### src/rtl/brs_defines.vh
// timing counts, boot source encodings and image constants
`ifndef BRS_DEFINES_VH
`define BRS_DEFINES_VH

`define BRS_CLK_HZ 50000000
`define BRS_INIT_CYCLES 750000
`define BRS_TICK_MS 1
`define BRS_TICK_CYCLES ((`BRS_CLK_HZ / 1000) * `BRS_TICK_MS)
`define BRS_WDT_MIN_MS 16'h0001
`define BRS_WDT_RESET 16'hFFFF

`define BRS_SRC_JTAG 3'h0
`define BRS_SRC_RSVD 3'h1
`define BRS_SRC_LINKB 3'h2
`define BRS_SRC_SPI_CHAIN 3'h3
`define BRS_SRC_LINKS_IND 3'h4
`define BRS_SRC_SPI_IND 3'h5
`define BRS_SRC_OTP 3'h6

`define BRS_OTP_BIT 5
`define BRS_NO_CRC 32'h0D15AB1E

`endif

### src/rtl/boot_reset_supervisor.v
// reset, boot selection, image check and watchdog supervisor
//
// Functional notes
// - chip stays in reset while the reset pin is low
// - all GPIO pins high impedance during reset
// - 750000 clocks after release, then GPIO pull resistors enable
// - boot starts at speed chosen by the two speed select pins
// - source bits 3:2 zero means no image, wait for JTAG boot
// - pattern 010: first tile boots link B, second via channel end 0
// - pattern 011: first tile boots SPI, second via channel end 0
// - pattern 110: both tiles enable links B,E-H, boot channel end 0
// - pattern 111: each tile boots from SPI independently
// - security bit 5 forces boot from OTP memory
// - image is length word then four times that many bytes
// - image ends with CRC word; magic value skips CRC check
// - hold reset until every supply reports good
// - brown-out forces reset, then restart as a cold start
// - 16-bit watchdog, 1 ms resolution, separate from real-time count
// - watchdog timeout programmable from 1 ms to 65 s
// - watchdog expiry without reload resets the device
// - reset cause shows whether last reset was a watchdog expiry
// - watchdog clocked only in the active power state
`timescale 1ns/10ps
`default_nettype none
`include "brs_defines.vh"
module boot_reset_supervisor #(
  parameter INIT_CYCLES = `BRS_INIT_CYCLES,
  parameter TICK_CYCLES = `BRS_TICK_CYCLES
) (
  // clock and reset
  input wire ref_clk,
  input wire rst,
  // pins from outside
  input wire resetPin_n,
  input wire [4:0] bootModePins,
  input wire allSuppliesGood,
  // configuration
  input wire [7:0] securityConfig,
  input wire active_power_state,
  input wire [15:0] wdtTimeout,
  input wire wdtEnable,
  input wire wdtReload,
  // boot image stream
  input wire imgValid,
  input wire [31:0] imgWord,
  input wire [31:0] crcCalc,
  // chip reset and gpio control
  output reg chipReset,
  output reg gpioHighZ,
  output reg gpioPullEnable,
  // boot decision
  output reg bootStart,
  output reg boot_speed_sel0,
  output reg boot_speed_sel1,
  output reg [2:0] bootSource,
  output reg first_processor_tileLinkB,
  output reg second_processor_tileLinksEH,
  output reg waitJtag,
  // image check
  output reg imgDone,
  output reg imgCrcOk,
  output reg imgCrcSkipped,
  // watchdog
  output reg [15:0] wdtCount,
  output reg resetByWatchdog
);

  // ----------------------------------------------------------------
  // input synchronisers
  // ----------------------------------------------------------------
  wire pinSync;
  wire supplySync;
  wire [4:0] modeSync;

  brs_sync2 #(.RESET_VAL(1'b0)) uSyncPin (
    .clk(ref_clk),
    .rst(rst),
    .din(resetPin_n),
    .dout(pinSync)
  );

  brs_sync2 #(.RESET_VAL(1'b0)) uSyncPwr (
    .clk(ref_clk),
    .rst(rst),
    .din(allSuppliesGood),
    .dout(supplySync)
  );

  genvar gi;
  generate
    for (gi = 0; gi < 5; gi = gi + 1) begin : gMode
      brs_sync2 #(.RESET_VAL(1'b0)) uSyncMode (
        .clk(ref_clk),
        .rst(rst),
        .din(bootModePins[gi]),
        .dout(modeSync[gi])
      );
    end
  endgenerate

  // ----------------------------------------------------------------
  // reset sources
  // ----------------------------------------------------------------
  reg wdtExpire;
  // pin low, supply fault or watchdog all force a full reset
  wire holdReset = !pinSync || !supplySync || wdtExpire;

  // ----------------------------------------------------------------
  // internal reset sequence counter
  // ----------------------------------------------------------------
  localparam ST_RESET = 2'h0;
  localparam ST_INIT = 2'h1;
  localparam ST_BOOT = 2'h2;
  localparam ST_RUN = 2'h3;

  reg [1:0] state;
  reg [1:0] next_state;
  wire initDone;
  wire [19:0] initCount;
  wire [19:0] initLimit = INIT_CYCLES[19:0] - 20'h00001;

  brs_counter #(.W(20)) uInitCnt (
    .clk(ref_clk),
    .rst(rst),
    .clear(state != ST_INIT),
    .en(state == ST_INIT),
    .limit(initLimit),
    .done(initDone),
    .count(initCount)
  );

  always @* begin
    next_state = state;
    case (state)
      ST_RESET: begin
        if (!holdReset) begin
          next_state = ST_INIT;
        end
      end
      ST_INIT: begin
        if (initDone) begin
          next_state = ST_BOOT;
        end
      end
      ST_BOOT: begin
        next_state = ST_RUN;
      end
      default: begin
        next_state = ST_RUN;
      end
    endcase
    if (holdReset) begin
      next_state = ST_RESET;
    end
  end

  always @(posedge ref_clk or posedge rst) begin
    if (rst) begin
      state <= ST_RESET;
    end else begin
      state <= next_state;
    end
  end

  // ----------------------------------------------------------------
  // chip reset and gpio
  // ----------------------------------------------------------------
  always @(posedge ref_clk or posedge rst) begin
    if (rst) begin
      chipReset <= 1'b1;
      gpioHighZ <= 1'b1;
      gpioPullEnable <= 1'b0;
    end else begin
      chipReset <= (next_state == ST_RESET) || (next_state == ST_INIT);
      gpioHighZ <= (next_state == ST_RESET) || (next_state == ST_INIT);
      gpioPullEnable <= (next_state == ST_BOOT) || (next_state == ST_RUN);
    end
  end

  // ----------------------------------------------------------------
  // boot selection, latched as the sequence ends
  // ----------------------------------------------------------------
  reg [2:0] next_src;
  always @* begin
    next_src = `BRS_SRC_RSVD;
    if (securityConfig[`BRS_OTP_BIT]) begin
      next_src = `BRS_SRC_OTP;
    end else if (modeSync[3:2] == 2'b00) begin
      next_src = `BRS_SRC_JTAG;
    end else if (modeSync[4:2] == 3'b010) begin
      next_src = `BRS_SRC_LINKB;
    end else if (modeSync[4:2] == 3'b011) begin
      next_src = `BRS_SRC_SPI_CHAIN;
    end else if (modeSync[4:2] == 3'b110) begin
      next_src = `BRS_SRC_LINKS_IND;
    end else if (modeSync[4:2] == 3'b111) begin
      next_src = `BRS_SRC_SPI_IND;
    end
  end

  wire bootNow = (state == ST_INIT) && (next_state == ST_BOOT);

  always @(posedge ref_clk or posedge rst) begin
    if (rst) begin
      bootStart <= 1'b0;
      boot_speed_sel0 <= 1'b0;
      boot_speed_sel1 <= 1'b0;
      bootSource <= `BRS_SRC_JTAG;
      first_processor_tileLinkB <= 1'b0;
      second_processor_tileLinksEH <= 1'b0;
      waitJtag <= 1'b0;
    end else if (holdReset) begin
      bootStart <= 1'b0;
      first_processor_tileLinkB <= 1'b0;
      second_processor_tileLinksEH <= 1'b0;
      waitJtag <= 1'b0;
    end else begin
      bootStart <= bootNow;
      if (bootNow) begin
        boot_speed_sel0 <= modeSync[0];
        boot_speed_sel1 <= modeSync[1];
        bootSource <= next_src;
        waitJtag <= (next_src == `BRS_SRC_JTAG);
        first_processor_tileLinkB <= (next_src == `BRS_SRC_LINKB) ||
          (next_src == `BRS_SRC_LINKS_IND);
        second_processor_tileLinksEH <=
          (next_src == `BRS_SRC_LINKS_IND);
      end
    end
  end

  // ----------------------------------------------------------------
  // boot image format check
  // ----------------------------------------------------------------
  localparam IM_IDLE = 2'h0;
  localparam IM_LEN = 2'h1;
  localparam IM_BODY = 2'h2;
  localparam IM_CRC = 2'h3;

  reg [1:0] imState;
  reg [31:0] imRemain;
  // loading only for sources that carry an image
  wire imgActive = (state == ST_RUN) && !waitJtag;

  always @(posedge ref_clk or posedge rst) begin
    if (rst) begin
      imState <= IM_IDLE;
      imRemain <= 32'h00000000;
      imgDone <= 1'b0;
      imgCrcOk <= 1'b0;
      imgCrcSkipped <= 1'b0;
    end else if (!imgActive) begin
      imState <= IM_IDLE;
      imRemain <= 32'h00000000;
      imgDone <= 1'b0;
      imgCrcOk <= 1'b0;
      imgCrcSkipped <= 1'b0;
    end else begin
      case (imState)
        IM_IDLE: begin
          if (!imgDone) begin
            imState <= IM_LEN;
          end
        end
        IM_LEN: begin
          if (imgValid) begin
            imRemain <= imgWord;
            if (imgWord == 32'h00000000) begin
              imState <= IM_CRC;
            end else begin
              imState <= IM_BODY;
            end
          end
        end
        IM_BODY: begin
          if (imgValid) begin
            // one word carries four bytes of body
            imRemain <= imRemain - 32'h00000001;
            if (imRemain == 32'h00000001) begin
              imState <= IM_CRC;
            end
          end
        end
        default: begin
          if (imgValid) begin
            imgDone <= 1'b1;
            imgCrcSkipped <= (imgWord == `BRS_NO_CRC);
            imgCrcOk <= (imgWord == `BRS_NO_CRC) ||
              (imgWord == crcCalc);
            imState <= IM_IDLE;
          end
        end
      endcase
    end
  end

  // ----------------------------------------------------------------
  // 1 kHz tick and watchdog
  // ----------------------------------------------------------------
  reg [15:0] tickDiv;
  reg tick;
  wire wdtRun = (state == ST_RUN) && wdtEnable && active_power_state;
  wire [15:0] tickLimit = TICK_CYCLES[15:0] - 16'h0001;
  wire [15:0] loadVal = (wdtTimeout == 16'h0000) ? `BRS_WDT_MIN_MS :
    wdtTimeout;

  always @(posedge ref_clk or posedge rst) begin
    if (rst) begin
      tickDiv <= 16'h0000;
      tick <= 1'b0;
    end else if (!wdtRun) begin
      tickDiv <= 16'h0000;
      tick <= 1'b0;
    end else if (tickDiv == tickLimit) begin
      tickDiv <= 16'h0000;
      tick <= 1'b1;
    end else begin
      tickDiv <= tickDiv + 16'h0001;
      tick <= 1'b0;
    end
  end

  always @(posedge ref_clk or posedge rst) begin
    if (rst) begin
      wdtCount <= `BRS_WDT_RESET;
      wdtExpire <= 1'b0;
    end else if (wdtExpire) begin
      wdtExpire <= 1'b0;
      wdtCount <= `BRS_WDT_RESET;
    end else if (state != ST_RUN || wdtReload || !wdtEnable) begin
      wdtCount <= loadVal;
    end else if (tick && active_power_state) begin
      if (wdtCount == 16'h0001) begin
        wdtExpire <= 1'b1;
        wdtCount <= 16'h0000;
      end else begin
        wdtCount <= wdtCount - 16'h0001;
      end
    end
  end

  // ----------------------------------------------------------------
  // reset cause
  // ----------------------------------------------------------------
  always @(posedge ref_clk or posedge rst) begin
    if (rst) begin
      resetByWatchdog <= 1'b0;
    end else if (wdtExpire) begin
      resetByWatchdog <= 1'b1;
    end else if (!pinSync || !supplySync) begin
      resetByWatchdog <= 1'b0;
    end
  end

endmodule
`default_nettype wire

### src/rtl/brs_counter.v
// clearable up counter that stops at its limit, with terminal flag
`timescale 1ns/10ps
`default_nettype none
module brs_counter #(
  parameter W = 20
) (
  input wire clk,
  input wire rst,
  input wire clear,
  input wire en,
  input wire [W-1:0] limit,
  output wire done,
  output reg [W-1:0] count
);
  assign done = (count == limit);
  always @(posedge clk or posedge rst) begin
    if (rst) begin
      count <= {W{1'b0}};
    end else if (clear) begin
      count <= {W{1'b0}};
    end else if (en && !done) begin
      count <= count + {{(W-1){1'b0}}, 1'b1};
    end
  end
endmodule
`default_nettype wire

### src/rtl/brs_sync2.v
// two flip-flop synchroniser for one level
`timescale 1ns/10ps
`default_nettype none
module brs_sync2 #(
  parameter RESET_VAL = 1'b0
) (
  input wire clk,
  input wire rst,
  input wire din,
  output reg dout
);
  reg stage1;
  always @(posedge clk or posedge rst) begin
    if (rst) begin
      stage1 <= RESET_VAL;
      dout <= RESET_VAL;
    end else begin
      stage1 <= din;
      dout <= stage1;
    end
  end
endmodule
`default_nettype wire

### config.mk
export PLATFORM = sky130hd
export DESIGN_NAME = boot_reset_supervisor
export DESIGN_NICKNAME = d
export VERILOG_FILES = /design/src/rtl/boot_reset_supervisor.v /design/src/rtl/brs_counter.v /design/src/rtl/brs_sync2.v
export VERILOG_INCLUDE_DIRS = /design/src /design/src/rtl
export SDC_FILE = /design/constraint.sdc
export NUM_CORES = 1
export LEC_CHECK = 0
export BUFFER_PORTS_ARGS = -buffer_cell sky130_fd_sc_hd__buf_2
export CORE_UTILIZATION = 55
export CTS_CLUSTER_DIAMETER = 80
export DETAILED_ROUTE_END_ITERATION = 6
export PLACE_DENSITY = 0.82
export SETUP_SLACK_MARGIN = 0.05
export SLEW_MARGIN = 20
export SYNTH_ARGS = -nofsm -noshare
export SYNTH_HDL_FRONTEND = slang
export SYNTH_SLANG_ARGS = --single-unit
### constraint.sdc
create_clock -name ref_clk -period 7.1 [get_ports ref_clk]
set_clock_uncertainty 0.2 [all_clocks]
set_input_delay 0.355 -clock ref_clk [delete_from_list [all_inputs] [get_ports ref_clk]]
set_output_delay 0.355 -clock ref_clk [all_outputs]
set_load 0.005 [all_outputs]
==> results.txt <==
outcome -> complete, no violations
sequential fraction of the synthesis area -> 43.1%
detailed placement HPWL -> 12.4 mm
worst path required time -> 7190 ps
Avg Inst Size Synth -> 9.03 sq um
static leakage -> 0.00373 uW
critical path launch point type -> flop
count of cell types in the netlist -> 61
Synth top area share -> 36.7%
Post-Place Setup Slack -> 4340 ps
Synth Flop Type -> dfrtp_1
Mapped Area -> 6950 sq um
Max-Cap Viols -> 0
Critical Path, Cell by Cell -> inv_1, ha_1, buf_4, o21a_1, nand2_1, o221ai_1, a21oi_1
insertion delay to the later sink of the worst-skew pair -> 430 ps
max frequency -> 352 MHz
antenna viol nets, final -> 0
final hold violation count -> 0
Initial Util -> 57.2%
H-Tree Depth -> 4
DIE AREA -> 13,100 sq um
Area Overhead vs Synth -> 22.1%
Synth area leaders -> dfrtp_1, dfstp_2, xnor2_1, nor2_1, xor2_1
gate count of the mapped netlist -> 770
asr flop ratio synth -> 100%
Routed WL per cell -> 17.5 um
max-slew violation count -> 0
RSZ-0062 raised after global routing -> no
Max Root-Sink Buffers -> 2
Vias/cell -> 6.20
Reg clk slew, reported paths -> 60 ps
post-CTS setup repair buffer count -> 0
Critical Path Sink Type -> flop
final setup fails -> 0
residual DRC count -> 0
Worst Max-Slew Pin Slew -> 921 ps
n_diodes -> 0
vias in the first global route -> 6,153
Vias -> 6,687
min Tclk post-route -> 2840 ps
Layout Nets -> 1,009
drt initial violations -> 622
Largest stage delay, worst path -> 820 ps
Post-Syn Nets -> 881
GPL Wtd Cong -> 0.905
first-pass GRT wire length -> 30.5 mm
CTS Sinks -> 119
most frequent cells in the layout -> buf_2, dfrtp_1, nor2_1, nand2_1, a21oi_1
total wire length -> 18.9 mm
row count -> 40
antenna violations before repair -> 0
critical path arrival -> 2930 ps
io pins -> 133
largest net degree at the start of global routing -> 81
EDFF count, synth -> 0
CP max FO -> 44
VDD IR max -> 0.000139 V
Power per Cell Area -> 208 nW/um^2
total gr overflow -> 0
Buffers on Ports -> 125
Hold WC Path Type -> input pin to flop
DIE WIDTH -> 114 um
Setup WS post-layout -> 4260 ps
Root Driver -> clkbuf_16
Synth Register Bits -> 119
Warnings, synthesis -> 0
Worst slew margin -> 38.6%
commonest non-fill, non-tap cell in the layout -> buf_2
post-CTS resize count -> 0
CP Class -> flop to flop
largest area contributor in the netlist -> dfrtp_1
CTS buffer count -> 17
Setup TNS -> 0 ps
period utilization -> 40.0%
Core Footprint -> 12,200 sq um
TritonCTS clock tree -> done
Pre-antenna DRT Iters -> 5
hold path cells -> 3
r2r worst-path depth -> 7
Max stage delay cell, worst path -> o21a_1
die height -> 114 um
proportion of layout cells with a drive suffix above 1 -> 21.5%
total track usage -> 30.3%
what timing repair did:
item	CTS	global route
endpoints found under the hold margin	35	0
hold buffers	12	0
setup endpoints to repair	0	0
worst max-delay path: cells and delay by family (launching register included):
| family | cells | cell delay (ps) |
|---|---|---|
| compound gates | 3 | 1150 |
| simple gates | 1 | 300 |
| buf+inv | 2 | 470 |
| flops | 1 | 410 |
| fa+ha+maj | 1 | 140 |
cell families after synthesis:
kind of cell,count (synthesis),share of synthesized area (%)
mux,25,3.67
buf+inv,56,3.13
simple gates,339,25.5
xor+xnor,66,8.31
fa+ha+maj,10,1.80
compound gates,155,14.5
flops,119,43.1
per-stage QoR:
step / hold WS, ps / area (sq um) / total power, uW / std cells / utilization [%]
after floorplan: 131 / 6950 / 764 / 770 / -
after global placement: 132 / 7720 / 821 / 1035 / 63.5
after detailed placement: 135 / 7720 / 824 / 1035 / 63.5
after CTS: 4.13 / 8480 / 1780 / 1079 / 69.8
after global routing: 38.7 / 8490 / 1820 / 1079 / 69.8
final: 20.6 / 8490 / 1770 / 1079 / 69.8
final cells by class:
class / instances / area, sq um
Tap cell: 168 / 210
Multi-Input combinational cell: 595 / 3740
Fill cell: 957 / 3670
Clock buffer: 20 / 447
Clock inverter: 12 / 200
Inverter: 18 / 70.1
Sequential cell: 119 / 3000
Timing Repair Buffer: 147 / 825
report_power, final:
| part | internal, uW | switching, uW | total, uW |
|---|---|---|---|
| registers | 693 | 10.7 | 704 |
| clock network | 631 | 317 | 948 |
| logic | 51.6 | 63.7 | 115 |
synth_stat cells, types with 3 or more instances:
library cell and instances:
nand3_1 36, nand2_1 58, o21ai_0 26, clkbuf_1 33
o22a_1 4, dfstp_2 17, o21a_1 5, or4_4 3
xnor2_1 37, inv_1 18, and3_1 14, o22ai_1 6
or2_2 5, a211oi_1 6, a21oi_1 46, mux2_2 4
nand4b_1 3, and4_1 5, or4_1 10, mux2i_1 21
a22oi_1 6, o221ai_1 7, dfrtp_1 102, nor4_1 30
o21bai_1 6, nor2b_1 3, xor2_1 29, nor2_1 85
a31oi_1 8, ha_1 10, nand4_1 33, o211ai_1 9
nand3b_1 5, o31ai_1 4, nor4b_1 4, or3_1 7
nor3_1 26, buf_2 3, a21o_1 4
metal layers:
metal | part of all wire (%) | GRT usage, % | vias to the layer above
li1 | - | - | 3110
met1 | 41 | 39.1 | 3170
met2 | 48 | 49.4 | 353
met3 | 7.5 | 7.09 | 54
met4 | 2.9 | 12.2 | 0
met5 | 0 | 0 | -
registers in the layout, indices dropped and copies added (netlist names), 2 cells and up:
| name | cells |
|---|---|
| bootSource | 3 |
| gMode.uSyncMode.stage1 | 5 |
| state | 2 |
| uInitCnt.count | 20 |
| imState | 2 |
| imRemain | 32 |
| gMode.uSyncMode.dout | 5 |
| tickDiv | 16 |
| wdtCount | 16 |
final timing paths:
kind / start / to / slack (ps)
min: wdtTimeout[2] / wdtCount[2] / 20
max: imState[0] / imRemain[11] / 4260
max in group asynchronous: rst / imRemain[23] / 5330
max reg2reg: imState[0] / imRemain[11] / 4260
min in group asynchronous: rst / imRemain[0] / 330
min reg2reg: gMode[3].uSyncMode.stage1 / gMode[3].uSyncMode.dout / 140
Power figures use the tool's default switching activity.
